### config.mk
export PLATFORM = sky130hd
export DESIGN_NAME = cmpdc_top
export DESIGN_NICKNAME = d
export VERILOG_FILES = /design/src/cmpdc_pkg.sv /design/src/cmpdc_gate_sync.sv /design/src/cmpdc_top.sv
export SDC_FILE = /design/constraint.sdc
export NUM_CORES = 1
export LEC_CHECK = 0
export BUFFER_PORTS_ARGS = -buffer_cell sky130_fd_sc_hd__buf_4
export CAP_MARGIN = 20
export CORE_MARGIN = 2
export CORE_UTILIZATION = 29
export CTS_CLUSTER_SIZE = 14
export DETAILED_ROUTE_END_ITERATION = 7
export GPL_TIMING_DRIVEN = 0
export PLACE_DENSITY = 0.59
export SLEW_MARGIN = 20
export SYNTH_ARGS = -nofsm -noshare
export SYNTH_HDL_FRONTEND = slang
export SYNTH_SLANG_ARGS = --single-unit
### constraint.sdc
create_clock -name clk_i -period 1.9 [get_ports clk_i]
set_input_delay 0.285 -clock clk_i [delete_from_list [all_inputs] [get_ports clk_i]]
set_output_delay 0.285 -clock clk_i [all_outputs]
set_load 0.01 [all_outputs]
### src/cmpdc_pkg.sv
/*
  Constants, register map and carrier types for the comparator digital control block.
  Assumes a 20 MHz system clock and an 8-bit register view on a 32-bit classic Wishbone bus.
*/
package cmpdc_pkg;
  localparam int unsigned CLK_PERIOD_NS = 50;
  localparam int unsigned SETTLE_NS = 10000;
  localparam int unsigned SETTLE_CYC = (SETTLE_NS + CLK_PERIOD_NS - 1) / CLK_PERIOD_NS;
  localparam int unsigned SETTLE_W = $clog2(SETTLE_CYC + 1);

  localparam int unsigned ADR_W = 10;
  localparam logic [7:0] IDX_PORT_A = 8'h05;
  localparam logic [7:0] IDX_PORT_C = 8'h07;
  localparam logic [7:0] IDX_IRQ_CTRL = 8'h0b;
  localparam logic [7:0] IDX_PFLAG = 8'h0c;
  localparam logic [7:0] IDX_CMAIN = 8'h19;
  localparam logic [7:0] IDX_CLINK = 8'h1a;
  localparam logic [7:0] IDX_DIR_A = 8'h85;
  localparam logic [7:0] IDX_DIR_C = 8'h87;
  localparam logic [7:0] IDX_PENABLE = 8'h8c;
  localparam logic [7:0] IDX_REFCTL = 8'h99;

  localparam int unsigned MODE_LSB = 0;
  localparam int unsigned INV_LSB = 4;
  localparam int unsigned RES_LSB = 6;
  localparam int unsigned SYNC_BIT = 0;
  localparam int unsigned GSS_BIT = 1;
  localparam int unsigned FLAG_LSB = 3;
  localparam int unsigned PERIPH_EN_BIT = 6;
  localparam int unsigned GLOBAL_EN_BIT = 7;
  localparam int unsigned REF_EN_BIT = 7;
  localparam int unsigned REF_RANGE_BIT = 5;
  localparam int unsigned CM1_PIN_BIT = 2;
  localparam int unsigned CM2_PIN_BIT = 4;

  localparam logic [5:0] CMAIN_RST = 6'h00;
  localparam logic [1:0] CLINK_RST = 2'h2;
  localparam logic [7:0] REF_RST = 8'h00;
  localparam logic [7:0] REF_WMASK = 8'haf;
  localparam logic [5:0] DIR_RST = 6'h3f;

  localparam logic [2:0] MODE_RESET = 3'h0;
  localparam logic [2:0] MODE_OFF = 3'h7;
  localparam logic [7:0] MODE_PINOUT_MASK = 8'h28;
  localparam logic [5:0] ANALOG_MASK_A = 6'h03;
  localparam logic [5:0] ANALOG_MASK_C = 6'h03;

  typedef struct packed {
    logic cmp1_out;
    logic cmp1_oe;
    logic cmp2_out;
    logic cmp2_oe;
  } cmpdc_pins_t;

  typedef struct packed {
    logic enable;
    logic range;
    logic [3:0] level;
    logic [6:0] tap_96ths;
  } cmpdc_ref_t;

  typedef struct packed {
    logic [5:0] cmain;
    logic [1:0] link;
    logic [1:0] pflag;
    logic [1:0] pen;
    logic [1:0] irqc;
    logic [7:0] refc;
    logic [5:0] dir_a;
    logic [5:0] dir_c;
    logic [1:0] snap;
    logic [SETTLE_W-1:0] settle;
    logic ack;
    logic [7:0] rdat;
  } cmpdc_state_t;

  typedef struct packed {
    logic tick_prev;
    logic latched;
  } cmpdc_sync_t;
endpackage : cmpdc_pkg

### src/cmpdc_gate_sync.sv
/*
  Comparator 2 synchroniser and timer gate source select.
  Assumes timer and prescaler clocks arrive as levels synchronous to clk_i.
*/
`timescale 1ns/1ps
`default_nettype none
module cmpdc_gate_sync (
  // clock and reset
  input wire logic clk_i,
  input wire logic rst_i,
  // controls
  input wire logic sync_en_i,
  input wire logic gss_i,
  input wire logic prescale_used_i,
  // sources
  input wire logic cmp2_i,
  input wire logic gate_pin_i,
  input wire logic timer_clk_i,
  input wire logic prescale_clk_i,
  // results
  output logic cmp2_gate_src_o,
  output logic gate_o
);
  import cmpdc_pkg::*;

  cmpdc_sync_t s_q;
  cmpdc_sync_t s_d;
  logic tick;
  logic fall;

  assign tick = prescale_used_i ? prescale_clk_i : timer_clk_i;
  assign fall = s_q.tick_prev & ~tick;

  always_comb begin
    s_d = s_q;
    s_d.tick_prev = tick;
    if (fall) begin
      s_d.latched = cmp2_i;
    end
  end

  always_ff @(posedge clk_i) begin
    if (rst_i) begin
      s_q <= '0;
    end else begin
      s_q <= s_d;
    end
  end

  assign cmp2_gate_src_o = sync_en_i ? s_q.latched : cmp2_i;
  assign gate_o = gss_i ? gate_pin_i : cmp2_gate_src_o;
endmodule : cmpdc_gate_sync
`default_nettype wire

### src/cmpdc_top.sv
/*
  Comparator digital control: mode, inversion, pin routing, change flags,
  interrupt request, reference selection and timer gate source.
  Assumes a classic Wishbone master, analog comparator cells and a timer outside.
*/
// The implementer's own choice: register access over Wishbone.
`timescale 1ns/1ps
`default_nettype none
module cmpdc_top #(
  parameter int unsigned SETTLE_CYCLES = cmpdc_pkg::SETTLE_CYC
) (
  // clock and reset
  input wire logic clk_i,
  input wire logic rst_i,
  // wishbone slave
  input wire logic cyc_i,
  input wire logic stb_i,
  input wire logic we_i,
  input wire logic [cmpdc_pkg::ADR_W-1:0] adr_i,
  input wire logic [3:0] sel_i,
  input wire logic [31:0] dat_i,
  output logic [31:0] dat_o,
  output logic ack_o,
  // analog comparator cells
  input wire logic [1:0] raw_cmp_i,
  // port pins as inputs
  input wire logic [5:0] port_a_pins_i,
  input wire logic [5:0] port_c_pins_i,
  // timer side
  input wire logic gate_input_pin_i,
  input wire logic timer_clk_i,
  input wire logic prescale_clk_i,
  input wire logic prescale_used_i,
  output logic timer_gate_o,
  // comparator output pins
  output cmpdc_pkg::cmpdc_pins_t pins_o,
  // reference generator
  output cmpdc_pkg::cmpdc_ref_t ref_o,
  // status
  output logic [2:0] cmp_mode_field_o,
  output logic result_valid_o,
  output logic cmp_irq_req_o
);
  import cmpdc_pkg::*;

  cmpdc_state_t s_q;
  cmpdc_state_t s_d;

  localparam cmpdc_state_t RESET_STATE = '{
    cmain: CMAIN_RST,
    link: CLINK_RST,
    pflag: 2'h0,
    pen: 2'h0,
    irqc: 2'h0,
    refc: REF_RST,
    dir_a: DIR_RST,
    dir_c: DIR_RST,
    snap: 2'h0,
    settle: '0,
    ack: 1'b0,
    rdat: 8'h00
  };
  localparam logic [SETTLE_W-1:0] SETTLE_LOAD = SETTLE_W'(SETTLE_CYCLES);

  logic [7:0] idx;
  logic req;
  logic acc;
  logic wr;
  logic [7:0] wdat;
  logic [2:0] mode;
  logic cmp_on;
  logic [1:0] result;
  logic [1:0] mismatch;
  logic [5:0] analog_a;
  logic [5:0] analog_c;
  logic [7:0] rd_mux;
  logic pin_mode;
  logic cmp2_gate_src;

  assign idx = adr_i[ADR_W-1:2];
  assign req = cyc_i & stb_i & ~s_q.ack;
  // request completes at the edge where ack is high
  assign acc = cyc_i & stb_i & s_q.ack;
  assign wr = acc & we_i & sel_i[0];
  assign wdat = dat_i[7:0];
  assign mode = s_q.cmain[MODE_LSB +: 3];

  // comparators powered only outside reset and off modes
  assign cmp_on = (mode != MODE_RESET) && (mode != MODE_OFF);
  assign result = cmp_on ? (raw_cmp_i ^ s_q.cmain[INV_LSB +: 2]) : 2'h0;
  // old snapshot is compared, so a change during an access still flags
  assign mismatch = result ^ s_q.snap;

  // pins used as comparator inputs read as zero
  assign analog_a = (mode == MODE_OFF) ? 6'h00 : ANALOG_MASK_A;
  assign analog_c = (mode == MODE_OFF) ? 6'h00 : ANALOG_MASK_C;

  always_comb begin
    rd_mux = 8'h00;
    unique case (idx)
      IDX_CMAIN: rd_mux = {result[1], result[0], s_q.cmain};
      IDX_CLINK: rd_mux = {6'h00, s_q.link};
      IDX_PFLAG: rd_mux = {3'h0, s_q.pflag, 3'h0};
      IDX_PENABLE: rd_mux = {3'h0, s_q.pen, 3'h0};
      IDX_IRQ_CTRL: rd_mux = {s_q.irqc, 6'h00};
      IDX_REFCTL: rd_mux = s_q.refc & REF_WMASK;
      IDX_DIR_A: rd_mux = {2'h0, s_q.dir_a};
      IDX_DIR_C: rd_mux = {2'h0, s_q.dir_c};
      IDX_PORT_A: rd_mux = {2'h0, port_a_pins_i & ~analog_a};
      IDX_PORT_C: rd_mux = {2'h0, port_c_pins_i & ~analog_c};
      default: rd_mux = 8'h00;
    endcase
  end

  always_comb begin
    s_d = s_q;
    s_d.ack = req;
    if (req) begin
      s_d.rdat = rd_mux;
    end
    if (s_d.settle != '0) begin
      s_d.settle = s_q.settle - 1'b1;
    end
    if (wr) begin
      unique case (idx)
        IDX_CMAIN: begin
          // result bits 7:6 have no storage
          s_d.cmain = wdat[5:0];
          if (wdat[MODE_LSB +: 3] != mode) begin
            s_d.settle = SETTLE_LOAD;
          end
        end
        IDX_CLINK: s_d.link = wdat[1:0];
        IDX_PENABLE: s_d.pen = wdat[FLAG_LSB +: 2];
        IDX_IRQ_CTRL: s_d.irqc = wdat[PERIPH_EN_BIT +: 2];
        IDX_REFCTL: s_d.refc = wdat & REF_WMASK;
        IDX_DIR_A: s_d.dir_a = wdat[5:0];
        IDX_DIR_C: s_d.dir_c = wdat[5:0];
        default: s_d.rdat = s_d.rdat;
      endcase
    end
    // any access to the control register ends the mismatch
    if (acc && idx == IDX_CMAIN) begin
      s_d.snap = result;
    end
    for (int k = 0; k < 2; k++) begin
      if (mismatch[k] || (wr && idx == IDX_PFLAG && wdat[FLAG_LSB + k])) begin
        s_d.pflag[k] = 1'b1;
      end else if (wr && idx == IDX_PFLAG) begin
        s_d.pflag[k] = 1'b0;
      end
    end
  end

  always_ff @(posedge clk_i) begin
    if (rst_i) begin
      s_q <= RESET_STATE;
    end else begin
      s_q <= s_d;
    end
  end

  assign ack_o = s_q.ack;
  assign dat_o = {24'h000000, s_q.rdat};
  assign cmp_mode_field_o = mode;
  assign result_valid_o = (s_q.settle == '0);

  assign cmp_irq_req_o = (|(s_q.pflag & s_q.pen)) & s_q.irqc[0] & s_q.irqc[1];

  // pin routing: mode chooses the multiplexer, direction bit gates the driver
  assign pin_mode = MODE_PINOUT_MASK[mode];
  assign pins_o.cmp1_out = result[0];
  assign pins_o.cmp2_out = result[1];
  assign pins_o.cmp1_oe = pin_mode & ~s_q.dir_a[CM1_PIN_BIT];
  assign pins_o.cmp2_oe = pin_mode & ~s_q.dir_c[CM2_PIN_BIT];

  // reference tap in 96ths of supply
  assign ref_o.enable = s_q.refc[REF_EN_BIT];
  assign ref_o.range = s_q.refc[REF_RANGE_BIT];
  assign ref_o.level = s_q.refc[3:0];
  assign ref_o.tap_96ths = ref_o.range ? 7'({ref_o.level, 2'b00})
                                       : 7'(7'd24 + 7'(ref_o.level) * 7'd3);

  cmpdc_gate_sync u_gate_sync (
    .clk_i(clk_i),
    .rst_i(rst_i),
    .sync_en_i(s_q.link[SYNC_BIT]),
    .gss_i(s_q.link[GSS_BIT]),
    .prescale_used_i(prescale_used_i),
    .cmp2_i(result[1]),
    .gate_pin_i(gate_input_pin_i),
    .timer_clk_i(timer_clk_i),
    .prescale_clk_i(prescale_clk_i),
    .cmp2_gate_src_o(cmp2_gate_src),
    .gate_o(timer_gate_o)
  );
endmodule : cmpdc_top
`default_nettype wire

==> run_results.csv <==
group,metric,value,unit
drt,route.detailed.drc,0,
layout,post-route-util,0.403,
layout,antenna_cells,0,
layout,fin_nets,586,
setup_path,startpoint,"ref_o[9]$_SDFFE_PP0P_",
drt,ant_nets,0,
synthesis,ys_warn_count,0,
pwr,power_frac_clock,0.334,
synthesis,synth-seq-area-share,0.320,
clocking,h-tree-depth,2,
synthesis,synth-seq-cells,54,
grt,grt_pass1_wl,15700,µm
pwr,power.internal,2.28,mW
setup_path,worstPathRequired,1620,ps
clocking,cts_buffer_depth,2,
setup_path,reg2reg_slack,130,ps
die,rows,39,
pwr,p_sw_frac,0.292,
layout,area_growth,35.8,%
sta,final.setup_skew,6.02,ps
min_path,min_to,"s_q[39]$_SDFFE_PP0P_",
min_path,hold_class,"input port to flip-flop",
min_path,hold_path_startpoint,"dat_i[6]",
clocking,clk_latency,300,ps
grt,antenna_found_initial,0,
drt,drtIter0Drc,181,
clocking,cts_buffers,5,
run_status,violations,"setup timing",
pwr,pwr-share-comb,0.270,
synthesis,async_flop_share,0,
setup_path,cp_max_fo,3,
run,maxCapViolCount,0,
layout,fillers,1144,
setup_path,critPathKind,"flip-flop to output port",
drt,wl_per_cell,15.0,µm
drt,drt_pass1_iterations,5,
sta,grt_setup_unrepaired,"true",
grt,grt_pass1_vias,3101,
synthesis,synth_flop_cell,"dfxtp_1",
drt,viasPerCell,4.75,
drt,via_count,3097,
pwr,seqPwrFrac,0.396,
die,core,0.0114,mm²
sta,drv_slew,0,
synthesis,synth_area_per_cell,8.55,µm²
die,die-area,0.0125,mm²
place,dp_slack,-250,ps
sta,whs,227,ps
sta,hold_violations,0,
die,die_h,112,µm
place,hpwl,7260,µm
setup_path,reg2reg_depth,7,
clocking,clkTransAtPathRegs,70,ps
sta,period_share,1.15,
pwr,p_total,3.21,mW
run_status,status,"finished with violations",
grt,grt_usage,0.157,
drt,wl,9780,µm
pwr,static-leakage-power,1.88,nW
layout,layout_commonest_cell,"buf_4",
clocking,cts_hold_buf,0,
clocking,clockRootBuffer,"clkbuf_16",
sta,setup_slack,-291,ps
pwr,ir_drop,408,µV
pwr,power_density,701,mW/mm²
setup_path,worstReg2RegEnd,"s_q[24]$_SDFFE_PP1P_",
clocking,clock_sinks,54,
grt,gr-total-overflow,0,
sta,setup_viol,5,
sta,slew_headroom,0.623,
setup_path,regToRegStartpoint,"ack_o$_SDFF_PP0_",
die,chipWidth,112,µm
layout,final_cell_mix,"123 x buf_4, 45 x dfxtp_1, 43 x nor2_1",
synthesis,synth_area,0.00338,mm²
min_path,hold_depth,3,
layout,layout-drive-gt1-share,0.365,
synthesis,synth_edf_count,0,
setup_path,cp.arrival,1910,ps
setup_path,endpoint_kind,"output port",
pwr,switchingPower,939,µW
die,pin_count,125,
place,gp_congestion,0.900,
grt,grt_start_max_net_pins,18,
synthesis,synthCells,395,
place,portBuffers,68,
die,start_util,0.297,
sta,max_freq,456,MHz
sta,finalCriticalPeriod,2190,ps
sta,worst_slew_pin_slew,566,ps
synthesis,synth_cell_types,58,
clocking,cts_tree,"yes",
setup_path,critical_path.startpoint_type,"flip-flop",
## Yosys cell counts (3+ instances only)
library cell   n  area, µm²
a211o_1       12        105
a211oi_1       5       37.5
a21oi_1       12       60.1
a32oi_1        6       52.6
buf_2         11       55.1
buf_4         43        323
clkbuf_1      10       37.5
dfxtp_1       54       1080
ha_1           7       87.6
inv_1         10       37.5
mux2i_1       25        250
nand2_1       24       90.1
nand2b_1       4       25.0
nand3_1       11       55.1
nand3b_1       8       60.1
nor2_1        48        180
nor2b_1       17        106
nor3_1         7       35.0
nor3b_1        3       22.5
o21ai_0        9       45.0
o32ai_1        3       26.3
xnor2_1       11       96.3
xor2_1         7       61.3
## stage by stage
stage | setup TNS, ps | std cells | cell area, µm²
6_report | -1050 | 652 | 4590
5_1_grt | -1440 | 652 | 4590
4_1_cts | -1020 | 651 | 4520
3_5_place_dp | -875 | 629 | 4160
3_3_place_gp | -608 | 629 | 4160
2_1_floorplan | 0 | 418 | 3470
## power groups by stage
stage               combinational, mW  clock, mW  sequential [mW]
finish                          0.868       1.07             1.27
global route                    0.981       1.13             1.28
CTS                             0.869       1.09             1.28
detailed placement              0.710          0             1.30
global placement                0.703          0             1.30
floorplan                       0.517          0             1.29
## logic make-up after synthesis
family / synth area share
other cells: 0.00111
fa+ha+maj: 0.0378
compound gates: 0.144
flops: 0.320
simple gates: 0.234
mux: 0.0808
xor+xnor: 0.0467
buf+inv: 0.136
## repair_timing
action / 4_1_cts / 5_1_grt
gates resized for setup: 30 / 14
setup endpoints to repair: 8 / 30
gates cloned: 0 / 0
pin swaps: 9 / 10
setup buffers: 14 / 2
## metal layers
layer  up-vias  track usage  routed length (µm)
li1       1549            -                   -
met1      1424        0.206                4390
met2       107        0.252                4490
met3        17       0.0283                 671
met4         0       0.0667                 230
met5         -            0                   0
## flip-flops by register name, indices dropped and copies added, names as in the netlist
| register | cells |
|---|---|
| pin_mode | 1 |
| cmp_mode_field_o | 3 |
| s_q | 33 |
| u_gate_sync.s_q | 2 |
| dat_o | 8 |
| ack_o | 1 |
| ref_o | 6 |
## worst max-delay path, stage by stage (launching register included)
cell and delay (ps):
dfxtp_4 370, buf_6 130, ha_4 250, inv_2 30
fa_2 410, xnor2_2 140, o21ai_1 130, buf_4 140
## cell type report
| cell class | instances | area (µm²) | share of cell area |
|---|---|---|---|
| Tap cell | 143 | 179 | 0.0390 |
| Inverter | 10 | 37.5 | 0.00818 |
| Clock buffer | 5 | 125 | 0.0273 |
| Timing Repair Buffer | 83 | 643 | 0.140 |
| Sequential cell | 54 | 1110 | 0.241 |
| Buffer | 65 | 422 | 0.0919 |
| Multi-Input combinational cell | 289 | 2030 | 0.442 |
| Clock inverter | 3 | 45.0 | 0.00982 |
## worst max path at each step
stage,end,slack (ps),cells after the start
floorplan,ref_o[3],20,5
global placement,ref_o[3],-210,6
detailed placement,ref_o[3],-250,6
CTS,ref_o[4],-280,7
global route,ref_o[4],-350,7
finish,ref_o[4],-290,7
No activity file was read; power rests on OpenSTA's default activity.
